`src/rtl/sld_pkg.sv`:
```
package sld_pkg;

    // ------------------------------------------------------------------
    // Decoder states (one-hot)
    // ------------------------------------------------------------------
    typedef enum logic [5:0] {
        ST_OPC   = 6'h01,
        ST_ESC   = 6'h02,
        ST_MODRM = 6'h04,
        ST_IMM   = 6'h08,
        ST_ISSUE = 6'h10,
        ST_EXEC  = 6'h20
    } sld_state_e;

    // ------------------------------------------------------------------
    // Operation classes, count sources, modrm reg checks
    // ------------------------------------------------------------------
    typedef enum logic [2:0] {
        CLS_NONE  = 3'h0,
        CLS_SHIFT = 3'h1,
        CLS_DSHL  = 3'h2,
        CLS_DSHR  = 3'h3,
        CLS_AND   = 3'h4,
        CLS_TEST  = 3'h5,
        CLS_OR    = 3'h6
    } sld_class_e;

    typedef enum logic [1:0] {
        CNT_NONE = 2'h0,
        CNT_ONE  = 2'h1,
        CNT_REG  = 2'h2,
        CNT_IMM  = 2'h3
    } sld_count_e;

    typedef enum logic [1:0] {
        CHK_NONE     = 2'h0,
        CHK_AND_IMM  = 2'h1,
        CHK_TEST_IMM = 2'h2
    } sld_check_e;

    // ------------------------------------------------------------------
    // Shift operation select codes
    // ------------------------------------------------------------------
    localparam logic [2:0] ROTATE_LEFT_OP        = 3'h0;
    localparam logic [2:0] ROTATE_RIGHT_OP       = 3'h1;
    localparam logic [2:0] ROTATE_LEFT_CARRY_OP  = 3'h2;
    localparam logic [2:0] ROTATE_RIGHT_CARRY_OP = 3'h3;
    localparam logic [2:0] SHIFT_LEFT_OP         = 3'h4;
    localparam logic [2:0] LOGICAL_SHIFT_RIGHT_OP = 3'h5;
    localparam logic [2:0] SHIFT_OP_UNUSED       = 3'h6;
    localparam logic [2:0] ARITH_SHIFT_RIGHT_OP  = 3'h7;

    // ------------------------------------------------------------------
    // Opcode bytes and prefixes
    // ------------------------------------------------------------------
    localparam logic [7:0] OPC_ESCAPE    = 8'h0f;
    localparam logic [7:0] OPC_DSHL_IMM  = 8'ha4;
    localparam logic [7:0] OPC_DSHL_CNT  = 8'ha5;
    localparam logic [7:0] OPC_DSHR_IMM  = 8'hac;
    localparam logic [7:0] OPC_DSHR_CNT  = 8'had;
    localparam logic [6:0] PFX_SHIFT_ONE = 7'h68;
    localparam logic [6:0] PFX_SHIFT_CNT = 7'h69;
    localparam logic [6:0] PFX_SHIFT_IMM = 7'h60;
    localparam logic [6:0] PFX_AND_ACC   = 7'h12;
    localparam logic [6:0] PFX_TEST_RM   = 7'h42;
    localparam logic [6:0] PFX_TEST_IMM  = 7'h7b;
    localparam logic [6:0] PFX_TEST_ACC  = 7'h54;
    localparam logic [5:0] PFX_AND_RM    = 6'h08;
    localparam logic [5:0] PFX_OR_RM     = 6'h02;
    localparam logic [5:0] PFX_GRP_IMM   = 6'h20;
    localparam logic [2:0] REG_AND_IMM   = 3'h4;
    localparam logic [2:0] REG_TEST_IMM  = 3'h0;
    localparam logic [1:0] MOD_REGISTER  = 2'h3;

    // ------------------------------------------------------------------
    // Execution clock counts
    // ------------------------------------------------------------------
    localparam logic [3:0] CYC_SHIFT_REG = 4'h3;
    localparam logic [3:0] CYC_SHIFT_MEM = 4'h7;
    localparam logic [3:0] CYC_RC_REG    = 4'h9;
    localparam logic [3:0] CYC_RC_MEM    = 4'ha;
    localparam logic [3:0] CYC_DSH_REG   = 4'h3;
    localparam logic [3:0] CYC_DSH_MEM   = 4'h7;
    localparam logic [3:0] CYC_LOG_RR    = 4'h2;
    localparam logic [3:0] CYC_LOG_R2M   = 4'h7;
    localparam logic [3:0] CYC_LOG_M2R   = 4'h6;
    localparam logic [3:0] CYC_IMM_REG   = 4'h2;
    localparam logic [3:0] CYC_IMM_MEM   = 4'h7;
    localparam logic [3:0] CYC_ACC       = 4'h2;
    localparam logic [3:0] CYC_TEST_REG  = 4'h2;
    localparam logic [3:0] CYC_TEST_MEM  = 4'h5;

    // ------------------------------------------------------------------
    // Reset values
    // ------------------------------------------------------------------
    localparam logic [31:0] IMM_RESET    = 32'h0000_0000;
    localparam logic [3:0]  CYC_RESET    = 4'h0;
    localparam logic [2:0]  LEN_RESET    = 3'h0;

endpackage : sld_pkg
```
`src/rtl/sld_decoder.sv`:
```
`timescale 1ns/1ns

// Summary of operation
// - Shift op field codes seven ops, 110 unused
// - Through-carry rotates take 9 reg / 10 mem
// - Count-register shift form carries op in modrm
// - Double left shift immediate: 0F A4, 3/7
// - Double left shift by count register: 3/7
// - Double right shift immediate: 0F AC, 3/7
// - Double right shift by count register: 3/7
// - Register-register conjunction takes two clocks
// - Conjunction register into memory takes seven
// - Conjunction memory into register takes six
// - Immediate conjunction, reg field 100, 2/7
// - Accumulator immediate conjunction, no modrm, 2
// - Flag-only test register/memory, 2/5
// - Flag-only immediate test, reg 000, 2/5
// - Accumulator immediate test, no modrm, 2
// - Register-register disjunction takes two clocks
// - Plain shifts by one/count register: 3/7
module sld_decoder
    import sld_pkg::*;
(
    // Clock and reset
    input  wire logic        clk,
    input  wire logic        rst,
    // Instruction byte stream from fetch path
    input  wire logic        byte_valid,
    input  wire logic [7:0]  byte_data,
    output logic             byte_ready,
    input  wire logic        opsize_16,
    // Decoded operation to the datapath
    output logic             dec_valid,
    output logic             dec_error,
    output logic [2:0]       op_class,
    output logic [2:0]       shift_op_select_field,
    output logic [1:0]       count_src,
    output logic             width_bit,
    output logic             dir_bit,
    output logic             mem_operand,
    output logic             flags_only,
    output logic [3:0]       exec_clocks,
    output logic [31:0]      imm_data,
    // Execution timing
    output logic             exec_busy,
    output logic             exec_done
);

    // ------------------------------------------------------------------
    // Helpers
    // ------------------------------------------------------------------
    // First count for a register operand, second for memory
    function automatic logic [3:0] pick_cycles(input logic [3:0] reg_cyc,
                                               input logic [3:0] mem_cyc,
                                               input logic       is_mem);
        pick_cycles = is_mem ? mem_cyc : reg_cyc;
    endfunction : pick_cycles

    function automatic logic [2:0] imm_bytes(input logic w, input logic os16);
        imm_bytes = !w ? 3'h1 : (os16 ? 3'h2 : 3'h4);
    endfunction : imm_bytes

    // Opcodes followed by modrm; the s=1, w=0 immediate form is refused
    function automatic logic opc_modrm(input logic [7:0] b);
        opc_modrm = b[7:1] == PFX_SHIFT_ONE || b[7:1] == PFX_SHIFT_CNT || b[7:1] == PFX_SHIFT_IMM
                 || b[7:1] == PFX_TEST_RM || b[7:1] == PFX_TEST_IMM || b[7:2] == PFX_AND_RM
                 || b[7:2] == PFX_OR_RM || (b[7:2] == PFX_GRP_IMM && b[1:0] != 2'h2);
    endfunction : opc_modrm

    // ------------------------------------------------------------------
    // State
    // ------------------------------------------------------------------
    sld_state_e  state_q;
    sld_class_e  cls_q;
    sld_check_e  chk_q;
    sld_count_e  cnt_q;
    logic [2:0]  sop_q;
    logic        width_q;
    logic        dir_q;
    logic        mem_q;
    logic        flags_q;
    logic [3:0]  cyc_q;
    logic [31:0] imm_q;
    logic [2:0]  imm_len_q;
    logic [1:0]  imm_idx_q;
    logic        valid_q;
    logic        error_q;

    logic        take;
    logic [1:0]  mr_mod;
    logic [2:0]  mr_reg;
    logic        mr_mem;
    logic        mr_bad;
    logic [3:0]  mr_cyc;
    logic        timer_load;
    logic        timer_busy;
    logic        timer_done;

    assign byte_ready = (state_q == ST_OPC) || (state_q == ST_ESC)
                     || (state_q == ST_MODRM) || (state_q == ST_IMM);
    assign take       = byte_valid && byte_ready;
    assign timer_load = (state_q == ST_ISSUE);

    assign mr_mod = byte_data[7:6];
    assign mr_reg = byte_data[5:3];
    assign mr_mem = (mr_mod != MOD_REGISTER);

    // ------------------------------------------------------------------
    // Modrm checks and clock counts
    // ------------------------------------------------------------------
    always_comb begin
        mr_bad = 1'b0;
        mr_cyc = CYC_RESET;
        case (cls_q)
            CLS_SHIFT: begin
                if (mr_reg == SHIFT_OP_UNUSED) begin
                    mr_bad = 1'b1;
                end else if (mr_reg == ROTATE_LEFT_CARRY_OP || mr_reg == ROTATE_RIGHT_CARRY_OP) begin
                    mr_cyc = pick_cycles(CYC_RC_REG, CYC_RC_MEM, mr_mem);
                end else begin
                    mr_cyc = pick_cycles(CYC_SHIFT_REG, CYC_SHIFT_MEM, mr_mem);
                end
            end
            CLS_DSHL, CLS_DSHR: begin
                mr_cyc = pick_cycles(CYC_DSH_REG, CYC_DSH_MEM, mr_mem);
            end
            CLS_AND, CLS_OR: begin
                if (chk_q == CHK_AND_IMM) begin
                    mr_bad = (mr_reg != REG_AND_IMM);
                    mr_cyc = pick_cycles(CYC_IMM_REG, CYC_IMM_MEM, mr_mem);
                end else if (!mr_mem) begin
                    mr_cyc = CYC_LOG_RR;
                end else if (dir_q) begin
                    mr_cyc = CYC_LOG_M2R;
                end else begin
                    mr_cyc = CYC_LOG_R2M;
                end
            end
            CLS_TEST: begin
                if (chk_q == CHK_TEST_IMM) begin
                    mr_bad = (mr_reg != REG_TEST_IMM);
                end
                mr_cyc = pick_cycles(CYC_TEST_REG, CYC_TEST_MEM, mr_mem);
            end
            default: begin
                mr_bad = 1'b1;
            end
        endcase
    end

    // ------------------------------------------------------------------
    // Sequencer
    // ------------------------------------------------------------------
    always_ff @(posedge clk or posedge rst) begin
        if (rst) begin
            state_q <= ST_OPC;
        end else begin
            case (state_q)
                ST_OPC: begin
                    if (take) begin
                        if (byte_data == OPC_ESCAPE) begin
                            state_q <= ST_ESC;
                        end else if (byte_data[7:1] == PFX_AND_ACC
                                  || byte_data[7:1] == PFX_TEST_ACC) begin
                            state_q <= ST_IMM;
                        end else if (opc_modrm(byte_data)) begin
                            state_q <= ST_MODRM;
                        end
                    end
                end
                ST_ESC: begin
                    if (take) begin
                        if (byte_data == OPC_DSHL_IMM || byte_data == OPC_DSHL_CNT
                         || byte_data == OPC_DSHR_IMM || byte_data == OPC_DSHR_CNT) begin
                            state_q <= ST_MODRM;
                        end else begin
                            state_q <= ST_OPC;
                        end
                    end
                end
                ST_MODRM: begin
                    if (take) begin
                        if (mr_bad) begin
                            state_q <= ST_OPC;
                        end else if (imm_len_q != LEN_RESET) begin
                            state_q <= ST_IMM;
                        end else begin
                            state_q <= ST_ISSUE;
                        end
                    end
                end
                ST_IMM: begin
                    if (take && ({1'b0, imm_idx_q} == imm_len_q - 3'h1)) begin
                        state_q <= ST_ISSUE;
                    end
                end
                ST_ISSUE: begin
                    state_q <= ST_EXEC;
                end
                ST_EXEC: begin
                    if (timer_done) begin
                        state_q <= ST_OPC;
                    end
                end
                default: begin
                    state_q <= ST_OPC;
                end
            endcase
        end
    end

    // ------------------------------------------------------------------
    // Opcode attributes
    // ------------------------------------------------------------------
    always_ff @(posedge clk or posedge rst) begin
        if (rst) begin
            cls_q     <= CLS_NONE;
            chk_q     <= CHK_NONE;
            cnt_q     <= CNT_NONE;
            width_q   <= 1'b0;
            dir_q     <= 1'b0;
            flags_q   <= 1'b0;
            imm_len_q <= LEN_RESET;
        end else if (take && state_q == ST_OPC) begin
            width_q   <= byte_data[0];
            dir_q     <= byte_data[1];
            chk_q     <= CHK_NONE;
            cnt_q     <= CNT_NONE;
            flags_q   <= 1'b0;
            imm_len_q <= LEN_RESET;
            cls_q     <= CLS_NONE;
            if (byte_data[7:1] == PFX_SHIFT_ONE) begin
                cls_q <= CLS_SHIFT;
                cnt_q <= CNT_ONE;
            end else if (byte_data[7:1] == PFX_SHIFT_CNT) begin
                cls_q <= CLS_SHIFT;
                cnt_q <= CNT_REG;
            end else if (byte_data[7:1] == PFX_SHIFT_IMM) begin
                cls_q     <= CLS_SHIFT;
                cnt_q     <= CNT_IMM;
                imm_len_q <= 3'h1;
            end else if (byte_data[7:2] == PFX_AND_RM) begin
                cls_q <= CLS_AND;
            end else if (byte_data[7:2] == PFX_OR_RM) begin
                cls_q <= CLS_OR;
            end else if (byte_data[7:2] == PFX_GRP_IMM) begin
                cls_q     <= CLS_AND;
                chk_q     <= CHK_AND_IMM;
                dir_q     <= 1'b0;
                // Sign-extended form carries a single byte
                imm_len_q <= byte_data[1] ? 3'h1 : imm_bytes(byte_data[0], opsize_16);
            end else if (byte_data[7:1] == PFX_AND_ACC) begin
                cls_q     <= CLS_AND;
                dir_q     <= 1'b0;
                imm_len_q <= imm_bytes(byte_data[0], opsize_16);
            end else if (byte_data[7:1] == PFX_TEST_RM) begin
                cls_q   <= CLS_TEST;
                flags_q <= 1'b1;
                dir_q   <= 1'b0;
            end else if (byte_data[7:1] == PFX_TEST_IMM) begin
                cls_q     <= CLS_TEST;
                chk_q     <= CHK_TEST_IMM;
                flags_q   <= 1'b1;
                dir_q     <= 1'b0;
                imm_len_q <= imm_bytes(byte_data[0], opsize_16);
            end else if (byte_data[7:1] == PFX_TEST_ACC) begin
                cls_q     <= CLS_TEST;
                flags_q   <= 1'b1;
                dir_q     <= 1'b0;
                imm_len_q <= imm_bytes(byte_data[0], opsize_16);
            end
        end else if (take && state_q == ST_ESC) begin
            // Double shifts always work on the full operand width
            width_q <= 1'b1;
            dir_q   <= 1'b0;
            if (byte_data == OPC_DSHL_IMM || byte_data == OPC_DSHR_IMM) begin
                cnt_q     <= CNT_IMM;
                imm_len_q <= 3'h1;
            end else begin
                cnt_q     <= CNT_REG;
            end
            cls_q <= (byte_data[3] == 1'b1) ? CLS_DSHR : CLS_DSHL;
        end
    end

    // ------------------------------------------------------------------
    // Modrm fields, cycle count and immediate capture
    // ------------------------------------------------------------------
    always_ff @(posedge clk or posedge rst) begin
        if (rst) begin
            sop_q <= ROTATE_LEFT_OP;
            mem_q <= 1'b0;
            cyc_q <= CYC_RESET;
        end else if (take && state_q == ST_OPC) begin
            // Short forms have no modrm and a fixed count
            sop_q <= ROTATE_LEFT_OP;
            mem_q <= 1'b0;
            cyc_q <= CYC_ACC;
        end else if (take && state_q == ST_MODRM) begin
            sop_q <= (cls_q == CLS_SHIFT) ? mr_reg : ROTATE_LEFT_OP;
            mem_q <= mr_mem;
            cyc_q <= mr_cyc;
        end
    end

    always_ff @(posedge clk or posedge rst) begin
        if (rst) begin
            imm_q     <= IMM_RESET;
            imm_idx_q <= 2'h0;
        end else if (take && state_q == ST_OPC) begin
            imm_q     <= IMM_RESET;
            imm_idx_q <= 2'h0;
        end else if (take && state_q == ST_IMM) begin
            // Little-endian assembly of the immediate bytes
            imm_q[imm_idx_q*8 +: 8] <= byte_data;
            imm_idx_q               <= imm_idx_q + 2'h1;
        end
    end

    // ------------------------------------------------------------------
    // Issue and error pulses
    // ------------------------------------------------------------------
    always_ff @(posedge clk or posedge rst) begin
        if (rst) begin
            valid_q <= 1'b0;
            error_q <= 1'b0;
        end else begin
            valid_q <= timer_load;
            error_q <= take && ((state_q == ST_MODRM && mr_bad)
                     || (state_q == ST_ESC && !(byte_data == OPC_DSHL_IMM || byte_data == OPC_DSHL_CNT
                                             || byte_data == OPC_DSHR_IMM || byte_data == OPC_DSHR_CNT))
                     || (state_q == ST_OPC && byte_data != OPC_ESCAPE && !opc_modrm(byte_data)
                         && byte_data[7:1] != PFX_AND_ACC && byte_data[7:1] != PFX_TEST_ACC));
        end
    end

    // ------------------------------------------------------------------
    // Execution timing: busy for the decoded clock count
    // ------------------------------------------------------------------
    sld_exec_timer u_timer (
        .clk   (clk),
        .rst   (rst),
        .load  (timer_load),
        .count (cyc_q),
        .busy  (timer_busy),
        .done  (timer_done)
    );

    // ------------------------------------------------------------------
    // Outputs
    // ------------------------------------------------------------------
    assign dec_valid             = valid_q;
    assign dec_error             = error_q;
    assign op_class              = cls_q;
    assign shift_op_select_field = sop_q;
    assign count_src             = cnt_q;
    assign width_bit             = width_q;
    assign dir_bit               = dir_q;
    assign mem_operand           = mem_q;
    assign flags_only            = flags_q;
    assign exec_clocks           = cyc_q;
    assign imm_data              = imm_q;
    assign exec_busy             = timer_busy;
    assign exec_done             = timer_done;

endmodule : sld_decoder

```
`src/rtl/sld_exec_timer.sv`:
```
`timescale 1ns/1ns

module sld_exec_timer
    import sld_pkg::*;
(
    // Clock and reset
    input  wire logic       clk,
    input  wire logic       rst,
    // Start
    input  wire logic       load,
    input  wire logic [3:0] count,
    // Status
    output logic            busy,
    output logic            done
);

    logic [3:0] count_q;

    always_ff @(posedge clk or posedge rst) begin
        if (rst) begin
            count_q <= CYC_RESET;
        end else if (load) begin
            count_q <= count;
        end else if (count_q != CYC_RESET) begin
            count_q <= count_q - 4'h1;
        end
    end

    // Busy for exactly the loaded number of clocks
    assign busy = (count_q != CYC_RESET);
    assign done = (count_q == 4'h1);

endmodule : sld_exec_timer

```
`config.mk`:
```
export PLATFORM = sky130hd
export DESIGN_NAME = sld_decoder
export DESIGN_NICKNAME = d
export VERILOG_FILES = /design/src/rtl/sld_pkg.sv /design/src/rtl/sld_decoder.sv /design/src/rtl/sld_exec_timer.sv
export SDC_FILE = /design/constraint.sdc
export NUM_CORES = 1
export LEC_CHECK = 0
export ABC_CLOCK_PERIOD_IN_PS = 2200
export BUFFER_PORTS_ARGS = -buffer_cell sky130_fd_sc_hd__buf_2
export CAP_MARGIN = 5
export CORE_ASPECT_RATIO = 1.1
export CORE_MARGIN = 2
export CORE_UTILIZATION = 50
export CTS_CLUSTER_DIAMETER = 80
export CTS_CLUSTER_SIZE = 20
export DETAILED_ROUTE_END_ITERATION = 12
export GPL_ROUTABILITY_DRIVEN = 0
export GPL_TIMING_DRIVEN = 0
export PLACE_DENSITY = 0.76
export SETUP_SLACK_MARGIN = 0.5
export SLEW_MARGIN = 20
export SYNTH_ARGS = -nofsm -noshare
export SYNTH_HDL_FRONTEND = slang
export SYNTH_SLANG_ARGS = --single-unit
```
`constraint.sdc`:
```
create_clock -name clk -period 2.2 [get_ports clk]
set_input_delay 0.33 -clock clk [delete_from_list [all_inputs] [get_ports clk]]
set_output_delay 0.33 -clock clk [all_outputs]
set_load 0.02 [all_outputs]
```
# Word-level counts from Yosys, hierarchy flattened
# Index checks and enable logic that the tools add are counted.
dict set report word_totals {
  regBits 67
  latch_bits 0
  ramBits 0
  mem_bits_ro 0
  inputBits 12
  output_inout_bits 53
  wordCells 222
  n_memories 0
}
dict set report op_classes {
  n_addsub 4
  mul 0
  n_div 0
  n_lt_le_gt_ge 0
  n_eq_ne 46
  n_shift 2
  muxes 108
  bitwise 0
  reduce_logical 46
}
# op n
set op_table {}
lappend op_table {{$mux 3} 37}
lappend op_table {{$mux 32} 2}
lappend op_table {{$mux 6} 8}
lappend op_table {{$eq 7x7->1 const B} 6}
lappend op_table {{$pmux 6 s6} 1}
lappend op_table {{$mux 2} 17}
lappend op_table {{$neg 5->34} 1}
lappend op_table {{$shift 8x34->32 const A} 1}
lappend op_table {{$shiftx 8x34->32} 1}
lappend op_table {{$bwmux 32} 1}
lappend op_table {{$eq 8x8->1 const B} 4}
lappend op_table {{$mux 1} 32}
lappend op_table {{$mux 4} 6}
lappend op_table {{$logic_or 1x1->1} 18}
lappend op_table {{$pmux 4 s4} 1}
lappend op_table {{$logic_and 1x1->1} 14}
lappend op_table {{$ne 2x2->1 const B} 7}
lappend op_table {{$eq 3x2->1 const B} 4}
lappend op_table {{$eq 3x3->1 const B} 4}
lappend op_table {{$eq 6x2->1 const B} 2}
lappend op_table {{$eq 6x4->1 const B} 2}
lappend op_table {{$eq 6x6->1 const B} 2}
lappend op_table {{$mux 5} 2}
lappend op_table {{$reduce_bool 2->1} 5}
lappend op_table {{other kinds (25)} 28}

# Logic depth before layout (Yosys ltp)
# Gate-level depths: netlist of the first run.
dict set report depth {
  ltp_word 14
  mapped_depth 8
  depth_no_buf 7
}

# By module
# A second synthesis of the first run with hierarchy kept.
dict set report unflattened {
  cells_unflattened 394
  hier_area_um2 3716.1
}
# module n_inst cells_per_inst area_each_um2 seq_area_each_um2
set modules_own_cells {}
lappend modules_own_cells {sld_decoder 1 367 3450.8 1577.8}
lappend modules_own_cells {sld_exec_timer 1 27 265.3 100.1}

# Worst setup path after synthesis of the first run
# OpenSTA, ideal clock, no wires.
dict set report synth_path {
  path_kind {reg-to-reg}
  from {register state_q[4]}
  to {register imm_q[10], in the netlist imm_data[10]}
  setup_time_ps 66
  arrival_ps 2063
  required_time_ps 2134
  slack_ps 70
  path_stages_with_launch 8
  n_path_buf 1
  period_less_slack_ps 2130
  cell_sequence {dfrtp_1 -> or4_4 -> nor3b_4 -> a21oi_1 -> nand2b_4 -> buf_6 -> nor3_4 -> a22o_1}
}
dict set report synth_between {
  elab_chain_len 7
  elab_cells_between_ends 12
  cone_classes {eq/ne (4); mux (1); reduce/logical (7)}
}
# element line
set synth_lines {}
lappend synth_lines {{start: declaration} sld_decoder.sv:73} ;# sld_state_e state_q;
lappend synth_lines {{start signal: assignment} sld_decoder.sv:156} ;# state_q <= ST_OPC;
lappend synth_lines {{start signal: assignment} sld_decoder.sv:162} ;# state_q <= ST_ESC;
lappend synth_lines {{start signal: assignment} sld_decoder.sv:165} ;# state_q <= ST_IMM;
lappend synth_lines {{$eq 6x1->1 / $eq 6x2->1 (equally long branches)} {sld_decoder.sv:99, sld_decoder.sv:310}}
lappend synth_lines {{$logic_or 1x1->1} sld_decoder.sv:99} ;# assign byte_ready = (state_q == ST_OPC) || (state_q == ST_ESC)
lappend synth_lines {{$logic_or 1x1->1 (2 in series)} sld_decoder.sv:100} ;# || (state_q == ST_MODRM) || (state_q == ST_IMM);
lappend synth_lines {{$logic_and 1x1->1} sld_decoder.sv:101} ;# assign take = byte_valid && byte_ready;
lappend synth_lines {{$logic_and 1x1->1 (on tied branches)} {sld_decoder.sv:310, sld_decoder.sv:313}}
lappend synth_lines {{$mux 32 / $reduce_bool 2->1 (equally long branches)} -}
lappend synth_lines {{end signal: indexed assignment} sld_decoder.sv:315} ;# imm_q[imm_idx_q*8 +: 8] <= byte_data;
lappend synth_lines {{end: declaration} sld_decoder.sv:83} ;# logic [31:0] imm_q;
# Parallel ways exist; a longest one is shown, timed or not.
# A chain may end at the register's enable or synchronous reset.

# Worst setup path in the final report of the first run
dict set report layout_path {
  from {input byte_data[1]}
  to {register state_q[2]}
}
dict set report layout_between {
  elab_chain_len 10
  elab_cells_between_ends 33
  cone_classes {eq/ne (14); mux (6); reduce/logical (13)}
}
# element line
set layout_lines {}
lappend layout_lines {{start: declaration} sld_decoder.sv:29} ;# input wire logic [7:0] byte_data,
lappend layout_lines {{$eq 7x7->1} sld_decoder.sv:65} ;# opc_modrm = b[7:1] == PFX_SHIFT_ONE || b[7:1] == PFX_SHIFT_CNT || b[7:1] == PFX_SHIFT_IMM
lappend layout_lines {{$logic_or 1x1->1 (2 in series)} sld_decoder.sv:65}
lappend layout_lines {{$logic_or 1x1->1 (3 in series)} sld_decoder.sv:66} ;# || b[7:1] == PFX_TEST_RM || b[7:1] == PFX_TEST_IMM || b[7:2] == PFX_AND_RM
lappend layout_lines {{$logic_or 1x1->1 (2 in series)} sld_decoder.sv:67} ;# || b[7:2] == PFX_OR_RM || (b[7:2] == PFX_GRP_IMM && b[1:0] != 2'h2);
lappend layout_lines {{$ne 4x1->1 (no source line)} -}
lappend layout_lines {{$reduce_and 6->1 (no source line)} -}
# Parallel ways exist; a longest one is shown, timed or not. The select of a mux whose other input is x is not followed.

==> results of run 1 <==
[layout by cell type (no fill, tap or decap), drive strengths merged, types with 4 or more instances in the layout]
master	instances
clkbuf	26
o21ai	38
nand4	5
nand3	18
nand2	38
and2	4
xor2	5
a21oi	21
dfrtp	66
inv	27
a22o	26
ha	10
nor2b	4
nor3	11
nor2	30
buf	108
[path summary, 6_finish.rpt]
check	slack (ns)	endpoint	from
worst max-delay path	-0.04	state_q[2]	byte_data[1]
worst min-delay path	0.1	shift_op_select_field[1]	rst
worst max register to register	-0.02	imm_data[13]	state_q[0]
worst min register to register	0.48	flags_only	flags_only
max in group asynchronous	1.43	state_q[0]	rst
min in group clk	0.17	imm_len_q[2]	opsize_16
[power breakdown]
part           internal (W)  switching, W
combinational       0.00139       0.00171
sequential          0.00150      0.000196
clock              0.000659      0.000486
[sequential cells by signal (all words and copies together), names as in the netlist]
name	count
mem_operand	1
count_src	2
imm_len_q	3
state_q	6
imm_idx_q	2
dir_bit	1
shift_op_select_field	3
width_bit	1
exec_clocks	4
chk_q	2
u_timer.count_q	4
dec_valid	1
op_class	3
imm_data	32
flags_only	1
dec_error	1
[layout make-up]
cell class | instances | share of cell area
Sequential cell | 67 | 0.335
Clock inverter | 5 | 0.0155
Clock buffer | 10 | 0.0275
Buffer | 23 | 0.0313
Inverter | 28 | 0.0218
Tap cell | 85 | 0.0213
Multi-Input combinational cell | 271 | 0.403
Timing Repair Buffer | 101 | 0.144
[layer usage]
metal / wire length (um) / track usage / vias to the layer above
met5: 0 / 0 / -
met4: 305 / 0.124 / 0
met3: 617 / 0.0485 / 31
met2: 5270 / 0.451 / 143
met1: 4380 / 0.340 / 1706
li1: - / - / 1601
[logic make-up (layout without fill, tap and decap cells)]
group | count (synthesis) | after routing | synth area share
AND/OR/NAND/NOR | 141 | 141 | 0.220
XOR/XNOR | 8 | 8 | 0.0193
adder cells (fa/ha/maj) | 10 | 10 | 0.0345
multiplexers | 3 | 3 | 0.00898
flip-flops | 67 | 67 | 0.463
AO/OA/AOI/OAI | 109 | 109 | 0.198
buffers and inverters | 51 | 167 | 0.0563
[per-stage QoR]
stage	power, W	area [um^2]	utilization	hold slack [ns]	cells
2_1_floorplan	0.00335	3740	-	0.438	389
3_3_place_gp	0.00386	4160	0.593	0.461	536
3_5_place_dp	0.00393	4180	0.596	0.467	537
4_1_cts	0.00563	4820	0.688	0.116	584
5_1_grt	0.00626	5000	0.714	0.155	590
6_report	0.00594	5000	0.714	0.0988	590
[repair_timing]
| item | 4_1_cts | 5_1_grt |
|---|---|---|
| gates resized for setup | 49 | 33 |
| setup buffers | 30 | 5 |
| pin swaps | 22 | 14 |
| cloned | 2 | 1 |
| setup endpoints to repair | 63 | 65 |
==> metrics.yaml, run 1 <==
status:
  status: "finished with violations"
  violations: "setup timing"
logic_synthesis:
  synth_top_area_share: 0.456
  async_flop_share: 1.00
  synth_edf_count: 0
  synth_cell_type_count: 58
  syn-cell-area_um2: 3620
  synth_ff_type: "dfrtp_1"
  synthTopCellsByArea: "dfrtp_1, a22o_1, o21ai_0"
  ys_seq_elements: 67
  yosys.area.top_type: "dfrtp_1"
  synth_common_cells: "dfrtp_1, o21ai_0, nand2_1"
  yosysSeqAreaShare: 0.463
  synth_cells: 389
  syn-num-nets: 411
  avgSynthCellArea_um2: 9.31
  synth_warnings: 0
  synth_most_common_cell: "dfrtp_1"
drt:
  drt_wl_total_um: 10600
  ant_nets: 0
  wl_per_cell_um: 17.9
  dr.pass1.iters: 5
  num_vias: 3481
  routed_via_density: 5.90
  drc: 0
  drt_iter0_markers: 263
floorplan:
  chipWidth_um: 85.2
  ios: 65
  rows: 32
  die_area_um2: 7940
  initial_utilization: 0.517
  die_h_um: 93.3
  core_um2: 7010
cells_and_area:
  multi_input_area_um2: 2020
  layout.nets: 523
  ff_latch_area_um2: 1680
  fillCellCount: 504
  drive_gt1_frac: 0.366
  area_delta_synth_final_pct: 38.1
  antennaDiodeCount: 0
global_routing:
  grt_first_pass_wirelength_um: 16800
  grt-ovfl-total: 0
  grt_usage: 0.270
  grt_max_degree: 35
  grt_pass1_vias: 3463
  antenna_found_initial: 0
setup_path:
  reg2regPathDepth: 10
  arrival_ns: 2.48
  crit_chain: "buf_2 > clkbuf_1 > nand4_1 > a211oi_1 > a31oi_1 > nand3_4 > and2_4 > mux2_2"
  cp-end-kind: "flip-flop"
  critPathMaxStageDelay_ns: 0.50
  path_delay_family: "compound AO/OA/AOI/OAI gates"
  critical_path_class: "in -> reg"
  critPathLaunchType: "input pin"
  critPathBufInv: 2
  crit_fanout: 10
  crit_slowest_cell: "clkbuf_1"
  path_depth: 8
  critPathRequiredTime_ns: 2.44
clock_network:
  cts_inserted_buffers: 9
  root_buffer: "clkbuf_8"
  worstSkewPairLatency_ns: 0.36
  cts_tree: "done"
  clk_pin_slew_ns: 0.08
  cts-htree-levels: 3
  clockBufferDepth: 2
  holdBufCountCts: 0
  numClockSinks: 67
timing:
  layout_setup_ws_ns: -0.0413
  rsz0062_at_grt: "true"
  period_share: 1.02
  slew_headroom: 0.462
  worst_pin_slew_ns: 0.808
  fmax_ghz: 0.446
  final_max_slew_viol_count: 0
  finalCriticalPeriod_ns: 2.24
  setup-violations-final: 10
  finClkSkew_ns: 0.0134
  fin_tns_setup_ns: -0.146
  finalHoldViolCount: 0
power:
  vdd_drop_max_mv: 0.734
  power_density_nw_per_um2: 1190
  leakage_nw: 2.43
place:
  post-place-ws_ns: -0.259
  io_buffers: 62
  hpwl_um: 6730
min_path:
  holdCritPathClass: "in -> async"
flow_run:
  max_cap_violations: 0
Note: power is estimated with default switching activity, not from simulation.
==> inputs of run 2 (changes only) <==
- ABC_CLOCK_PERIOD_IN_PS: 2200 -> 2800
- CORE_UTILIZATION: 50 -> 60
- PLACE_DENSITY: 0.76 -> 0.85
- SLEW_MARGIN: 20 -> 30
- clock period: 2.2 -> 2.8 ns (I/O delays scaled with it)
==> run 2 against run 1 <==
Against the previous run:
- the flow now finishes without violations
- setup slack improved by 0.46 ns
- final area fell by 9.9%
- clock power shrank 19%
- clock skew decreased by 0.0094 ns
- global-route usage rose by 3.4 points
- hold slack worse by 0.035 ns
- flip-flop and latch count unchanged
- wire length fell by 6.1%
- count of clock-buffer cells in the layout fell by 1
- die area fell by 16%
- via count is 3.5% lower
- critical path type is now reg -> out
- largest power group unchanged
- highest routed layer unchanged
==> metrics.yaml, run 2 (synthesis gave the netlist of run 1 again) <==
status:
  status: "complete, no violations"
clock_network:
  cts_tree: "done"
  root_buffer: "clkbuf_8"
  worstSkewPairLatency_ns: 0.35  # about the same
  cts-htree-levels: 3  # unchanged
  numClockSinks: 67  # unchanged
  holdBufCountCts: 0  # unchanged
  clockBufferDepth: 2  # unchanged
  cts_inserted_buffers: 9  # unchanged
  clk_pin_slew_ns: 0.08  # about the same
setup_path:
  critPathLaunchType: "flip-flop"
  critical_path_class: "reg -> out"
  arrival_ns: 1.96  # -0.52 ns
  critPathRequiredTime_ns: 2.38  # -0.06 ns
  crit_fanout: 10  # unchanged
  cp-end-kind: "output pin"
timing:
  final_max_slew_viol_count: 0  # unchanged
  slew_headroom: 0.536  # +0.0743
  finalCriticalPeriod_ns: 2.38
  period_share: 0.849
  layout_setup_ws_ns: 0.422  # +0.463 ns
  fmax_ghz: 0.421
  rsz0062_at_grt: "true"
  worst_pin_slew_ns: 0.686  # -0.121 ns
  finClkSkew_ns: 0.00402  # -0.00937 ns
  finalHoldViolCount: 0  # unchanged
  setup-violations-final: 0  # -10
drt:
  wl_per_cell_um: 17.6  # -1.7%
  ant_nets: 0  # unchanged
  num_vias: 3359  # -3.5%
  routed_via_density: 5.96  # +0.94%
  drt_iter0_markers: 290  # +10%
  drt_wl_total_um: 9930  # -6.1%
  dr.pass1.iters: 5  # unchanged
  drc: 0  # unchanged
cells_and_area:
  multi_input_area_um2: 1810  # -10%
  largest_register_ffs: 32  # unchanged
  area_delta_synth_final_pct: 24.4
  fin_cells: 564  # -4.4%
  layout_common_cells: "dfrtp_1, buf_2, o21ai_0"
  final_common_cell: "dfrtp_1"
  layout.nets: 504  # -3.6%
  ff_latch_area_um2: 1680  # unchanged
  drive_gt1_frac: 0.265  # -0.101
  antennaDiodeCount: 0  # unchanged
  fillCellCount: 390  # -23%
place:
  placed_cells: 529  # -1.5%
  post-place-ws_ns: 0.0432  # +0.303 ns
  io_buffers: 62  # unchanged
  hpwl_um: 6410  # -4.7%
floorplan:
  chipWidth_um: 78.1  # -8.3%
  rows: 29  # -9.4%
  ios: 65  # unchanged
  die_area_um2: 6680  # -16%
  die_h_um: 85.5  # -8.3%
  core_um2: 5810  # -17%
  initial_utilization: 0.624  # +0.107
global_routing:
  grt_pass1_vias: 3185  # -8.0%
  grt-ovfl-total: 0  # unchanged
  grt_first_pass_wirelength_um: 15800  # -5.6%
  grt_usage: 0.304  # +0.0336
  grt_max_degree: 36  # +2.9%
  antenna_found_initial: 0  # unchanged
power:
  vdd_drop_max_mv: 0.686  # -6.5%
  leakage_nw: 2.24  # -7.7%
  power_density_nw_per_um2: 902  # -24%
min_path:
  holdCritPathClass: "in -> async"
flow_run:
  max_cap_violations: 0  # unchanged
==> run 2: changes by cell type in the layout (fill, tap and decap cells not counted), sizes merged <==
cell / change
clkinvlp: -1
inv: +3
buf: -20
==> run 2: worst paths after layout <==
kind,slack [ns],depth (start not counted),from,endpoint
setup reg to reg,0.44,8,state_q[1],state_q[2]
min in group clk,0.27,2,opsize_16,imm_len_q[2]
max in group asynchronous,2.21,3,rst,imm_data[3]
setup / recovery,0.42,5,state_q[2],byte_ready
hold reg to reg,0.48,2,flags_only,flags_only
hold / removal,0.06,2,rst,imm_idx_q[0]
==> run 2: layout make-up <==
class / count / area share
Multi-Input combinational cell: 271 / 0.402
Clock buffer: 9 / 0.0275
Clock inverter: 7 / 0.0219
Buffer: 23 / 0.0241
Sequential cell: 67 / 0.372
Tap cell: 77 / 0.0214
Inverter: 28 / 0.0239
Timing Repair Buffer: 82 / 0.107
==> run 2: where the power goes <==
part           internal, W  total, W  switching, W
Combinational     0.000675   0.00182       0.00114
Sequential         0.00118   0.00133      0.000153
Clock             0.000507  0.000920      0.000413
Total              0.00236   0.00407       0.00171
==> run 2: routing by layer <==
metal | global-route usage | part of all wire
met1 | 0.420 | 0.43
met2 | 0.474 | 0.47
met3 | 0.0589 | 0.076
met4 | 0.129 | 0.021
met5 | 0 | 0
==> run 2: worst max-delay path: stages (launching register included) <==
cell     delay (ns)
dfrtp_1        0.38
buf_2          0.19
or4b_4         0.55
o21a_1         0.18
nor2_2         0.14
buf_4          0.16
==> run 2: repair_timing <==
item | in CTS | in global routing
endpoints found under the setup margin | 40 | 49
gates resized for setup | 7 | 16
gates cloned | 0 | 0
pin swaps | 5 | 8
buffers inserted | 9 | 10
hold endpoints to repair | 0 | 0
==> run 2: metrics by stage <==
step | utilization | cell area, um^2 | TNS [ns] | total power [W] | hold slack, ns
floorplan | - | 3620 | 0 | 0.00250 | 0.450
global placement | 0.694 | 4030 | -1.00 | 0.00288 | 0.461
detailed placement | 0.698 | 4050 | 0 | 0.00293 | 0.457
CTS | 0.753 | 4370 | 0 | 0.00393 | 0.0796
global route | 0.777 | 4510 | 0 | 0.00430 | 0.0966
finish | 0.777 | 4510 | 0 | 0.00407 | 0.0641
==> inputs of run 3 (changes only) <==
- ABC_AREA: unset -> 1
- ABC_CLOCK_PERIOD_IN_PS: 2800 -> 2350
- CORE_UTILIZATION: 60 -> 57
- PLACE_DENSITY: 0.85 -> 0.81
- clock period: 2.8 -> 2.35 ns (I/O delays scaled with it)
==> run 3 against run 2 <==
Against the previous run:
- sequential share of layout area shrank 1.1 points
- hold slack got worse by 0.018 ns
- register-to-register slack gained 0.12 ns
- clock skew increased by 0.0054 ns
- via count grew 13%
- wire length increased by 4.8%
- cell count increased by 20%
- largest power group unchanged
==> metrics.yaml, run 3 <==
cells_and_area:
  fin_cells: 677  # +20%
  final_common_cell: "nand2_1"
  largest_register_ffs: 32  # unchanged
  drive_gt1_frac: 0.262  # -0.00270
  antennaDiodeCount: 0  # unchanged
  area_delta_synth_final_pct: 20.8
  fillCellCount: 530  # +36%
  layout_common_cells: "nand2_1, dfrtp_1, nand3_1, buf_2, nor2_1"
  layout.nets: 612  # +21%
  multi_input_area_um2: 1900  # +5.1%
  ff_latch_area_um2: 1680  # about the same
setup_path:
  crit_chain: "nor2_4 > nand3_4 > nand4_4 > buf_6"
  path_delay_family: "simple AND/OR/NAND/NOR gates"
  critPathRequiredTime_ns: 2.00  # -0.38 ns
  cp-end-kind: "output pin"
  crit_slowest_cell: "dfrtp_1"
  critPathBufInv: 1  # -1
  arrival_ns: 1.49  # -0.47 ns
  critical_path_class: "reg -> out"
  crit_fanout: 4  # -6
  critPathMaxStageDelay_ns: 0.43  # -0.12 ns
  critPathLaunchType: "flip-flop"
floorplan:
  die_area_um2: 7430  # +11%
  die_h_um: 90.2  # +5.5%
  ios: 65  # unchanged
  initial_utilization: 0.587  # -0.0368
  rows: 31  # +6.9%
  core_um2: 6560  # +13%
  chipWidth_um: 82.4  # +5.5%
drt:
  wl_per_cell_um: 15.4  # -13%
  dr.pass1.iters: 5  # unchanged
  drt_wl_total_um: 10400  # +4.8%
  num_vias: 3801  # +13%
  drc: 0  # unchanged
  ant_nets: 0  # unchanged
  routed_via_density: 5.61  # -5.7%
  drt_iter0_markers: 323  # +11%
clock_network:
  clk_pin_slew_ns: 0.08  # about the same
  clockBufferDepth: 2  # unchanged
  root_buffer: "clkbuf_8"
  cts-htree-levels: 3  # unchanged
  cts_tree: "done"
  worstSkewPairLatency_ns: 0.36  # about the same
  numClockSinks: 67  # unchanged
  holdBufCountCts: 0  # unchanged
  cts_inserted_buffers: 9  # unchanged
logic_synthesis:
  synth_cells: 507  # +30%
  syn-num-nets: 529  # +29%
  yosysSeqAreaShare: 0.436  # -0.0272
  synth_ff_type: "dfrtp_1"
  synth_warnings: 0  # unchanged
  syn-cell-area_um2: 3850  # +6.2%
  synth_cell_type_count: 37  # -36%
  ys_seq_elements: 67  # unchanged
  yosys.area.top_type: "dfrtp_1"
  synth_edf_count: 0  # unchanged
  synth_top_area_share: 0.429  # -0.0268
  synth_most_common_cell: "nand2_1"
  async_flop_share: 1.00  # unchanged
  synthTopCellsByArea: "dfrtp_1, nand2_1, nand3_1"
  synth_common_cells: "nand2_1, dfrtp_1, nand3_1"
  avgSynthCellArea_um2: 7.59  # -18%
power:
  power_density_nw_per_um2: 1050  # +16%
  vdd_drop_max_mv: 0.738  # +7.6%
  leakage_nw: 2.49  # +11%
timing:
  finClkSkew_ns: 0.00944  # +0.00542 ns
  fin_tns_setup_ns: 0  # unchanged
  final_max_slew_viol_count: 0  # unchanged
  rsz0062_at_grt: "true"
  worst_pin_slew_ns: 0.569  # -0.118 ns
  fmax_ghz: 0.544
  slew_headroom: 0.620  # +0.0841
  setup-violations-final: 0  # unchanged
  finalHoldViolCount: 0  # unchanged
  period_share: 0.782
  finalCriticalPeriod_ns: 1.84
place:
  placed_cells: 650  # +23%
  io_buffers: 59  # -4.8%
  hpwl_um: 7480  # +17%
flow_run:
  max_cap_violations: 0  # unchanged
global_routing:
  grt_first_pass_wirelength_um: 16900  # +7.0%
  grt_usage: 0.296  # -0.00789
  grt_pass1_vias: 3602  # +13%
  antenna_found_initial: 0  # unchanged
  grt_max_degree: 27  # -25%
  grt-ovfl-total: 0  # unchanged
status:
  status: "complete, no violations"
min_path:
  holdCritPathClass: "in -> async"
[run 3: cell types whose count changed after synthesis, moves of 5 or more]
cell      delta
nand2_1     +96
nand3_1     +46
nor2_1      +27
a22o_1      -26
inv_1       +21
o21ai_0     -21
a21oi_1     -18
o21ai_1     +18
clkbuf_1    -15
inv_2       +12
o22ai_1      +9
buf_4        +5
[run 3: routing by layer]
| metal | GRT usage | wire length, um | vias to the layer above |
|---|---|---|---|
| met5 | 0 | 0 | - |
| met4 | 0.128 | 296 | 0 |
| met3 | 0.0683 | 825 | 26 |
| met2 | 0.446 | 4860 | 186 |
| met1 | 0.402 | 4420 | 1774 |
| li1 | - | - | 1815 |
[run 3: cell type report]
cell class | count | share of cell area
repair buffers | 72 | 0.0936
inverters | 63 | 0.0530
multi-input cells | 363 | 0.409
well taps | 82 | 0.0221
clock buffers | 9 | 0.0266
plain buffers | 14 | 0.0231
clock inverters | 7 | 0.0110
flip-flops and latches | 67 | 0.361
[run 3: through the flow]
step / instance area (um^2) / utilization / setup slack (ns) / hold slack (ns) / total power (W)
6_report: 4650 / 0.709 / 0.512 / 0.0457 / 0.00487
3_5_place_dp: 4300 / 0.656 / 0.215 / 0.444 / 0.00370
5_1_grt: 4650 / 0.709 / 0.457 / 0.0961 / 0.00522
4_1_cts: 4530 / 0.692 / 0.497 / 0.0569 / 0.00467
3_3_place_gp: 4250 / 0.649 / 0.268 / 0.468 / 0.00362
2_1_floorplan: 3850 / - / 0.540 / 0.453 / 0.00309
[run 3: worst paths after layout]
kind / cells past startpoint / slack [ns] / from / endpoint
max: 4 / 0.51 / state_q[5] / byte_ready
min: 2 / 0.05 / rst / imm_data[21]
max reg2reg: 9 / 0.56 / state_q[5] / imm_len_q[1]
min reg2reg: 2 / 0.49 / imm_data[6] / imm_data[6]
max in group asynchronous: 4 / 1.62 / rst / count_src[0]
min in group clk: 4 / 0.27 / opsize_16 / imm_len_q[2]
[run 3: where the power goes]
part	total [W]	switching (W)	internal, W	leakage, nW
Clock	0.000865	0.000478	0.000387	0.0860
Combinational	0.00242	0.00158	0.000846	1.50
Sequential	0.00159	0.000188	0.00140	0.902
[run 3: cell families after synthesis]
| family | count (synthesis) | share of synthesized area |
|---|---|---|
| and+or+nand+nor | 292 | 0.350 |
| adders and majority gates | 10 | 0.0325 |
| xor gates and xnor gates | 3 | 0.00683 |
| AOI/OAI and AO/OA | 58 | 0.0864 |
| buffers and inverters | 77 | 0.0887 |
| DFF | 67 | 0.436 |
[run 3: what timing repair did]
| action | in CTS | in global routing |
|---|---|---|
| setup endpoints to repair | 9 | 37 |
| pin swaps | 1 | 6 |
| setup buffers | 3 | 8 |
| resized for setup | 7 | 23 |
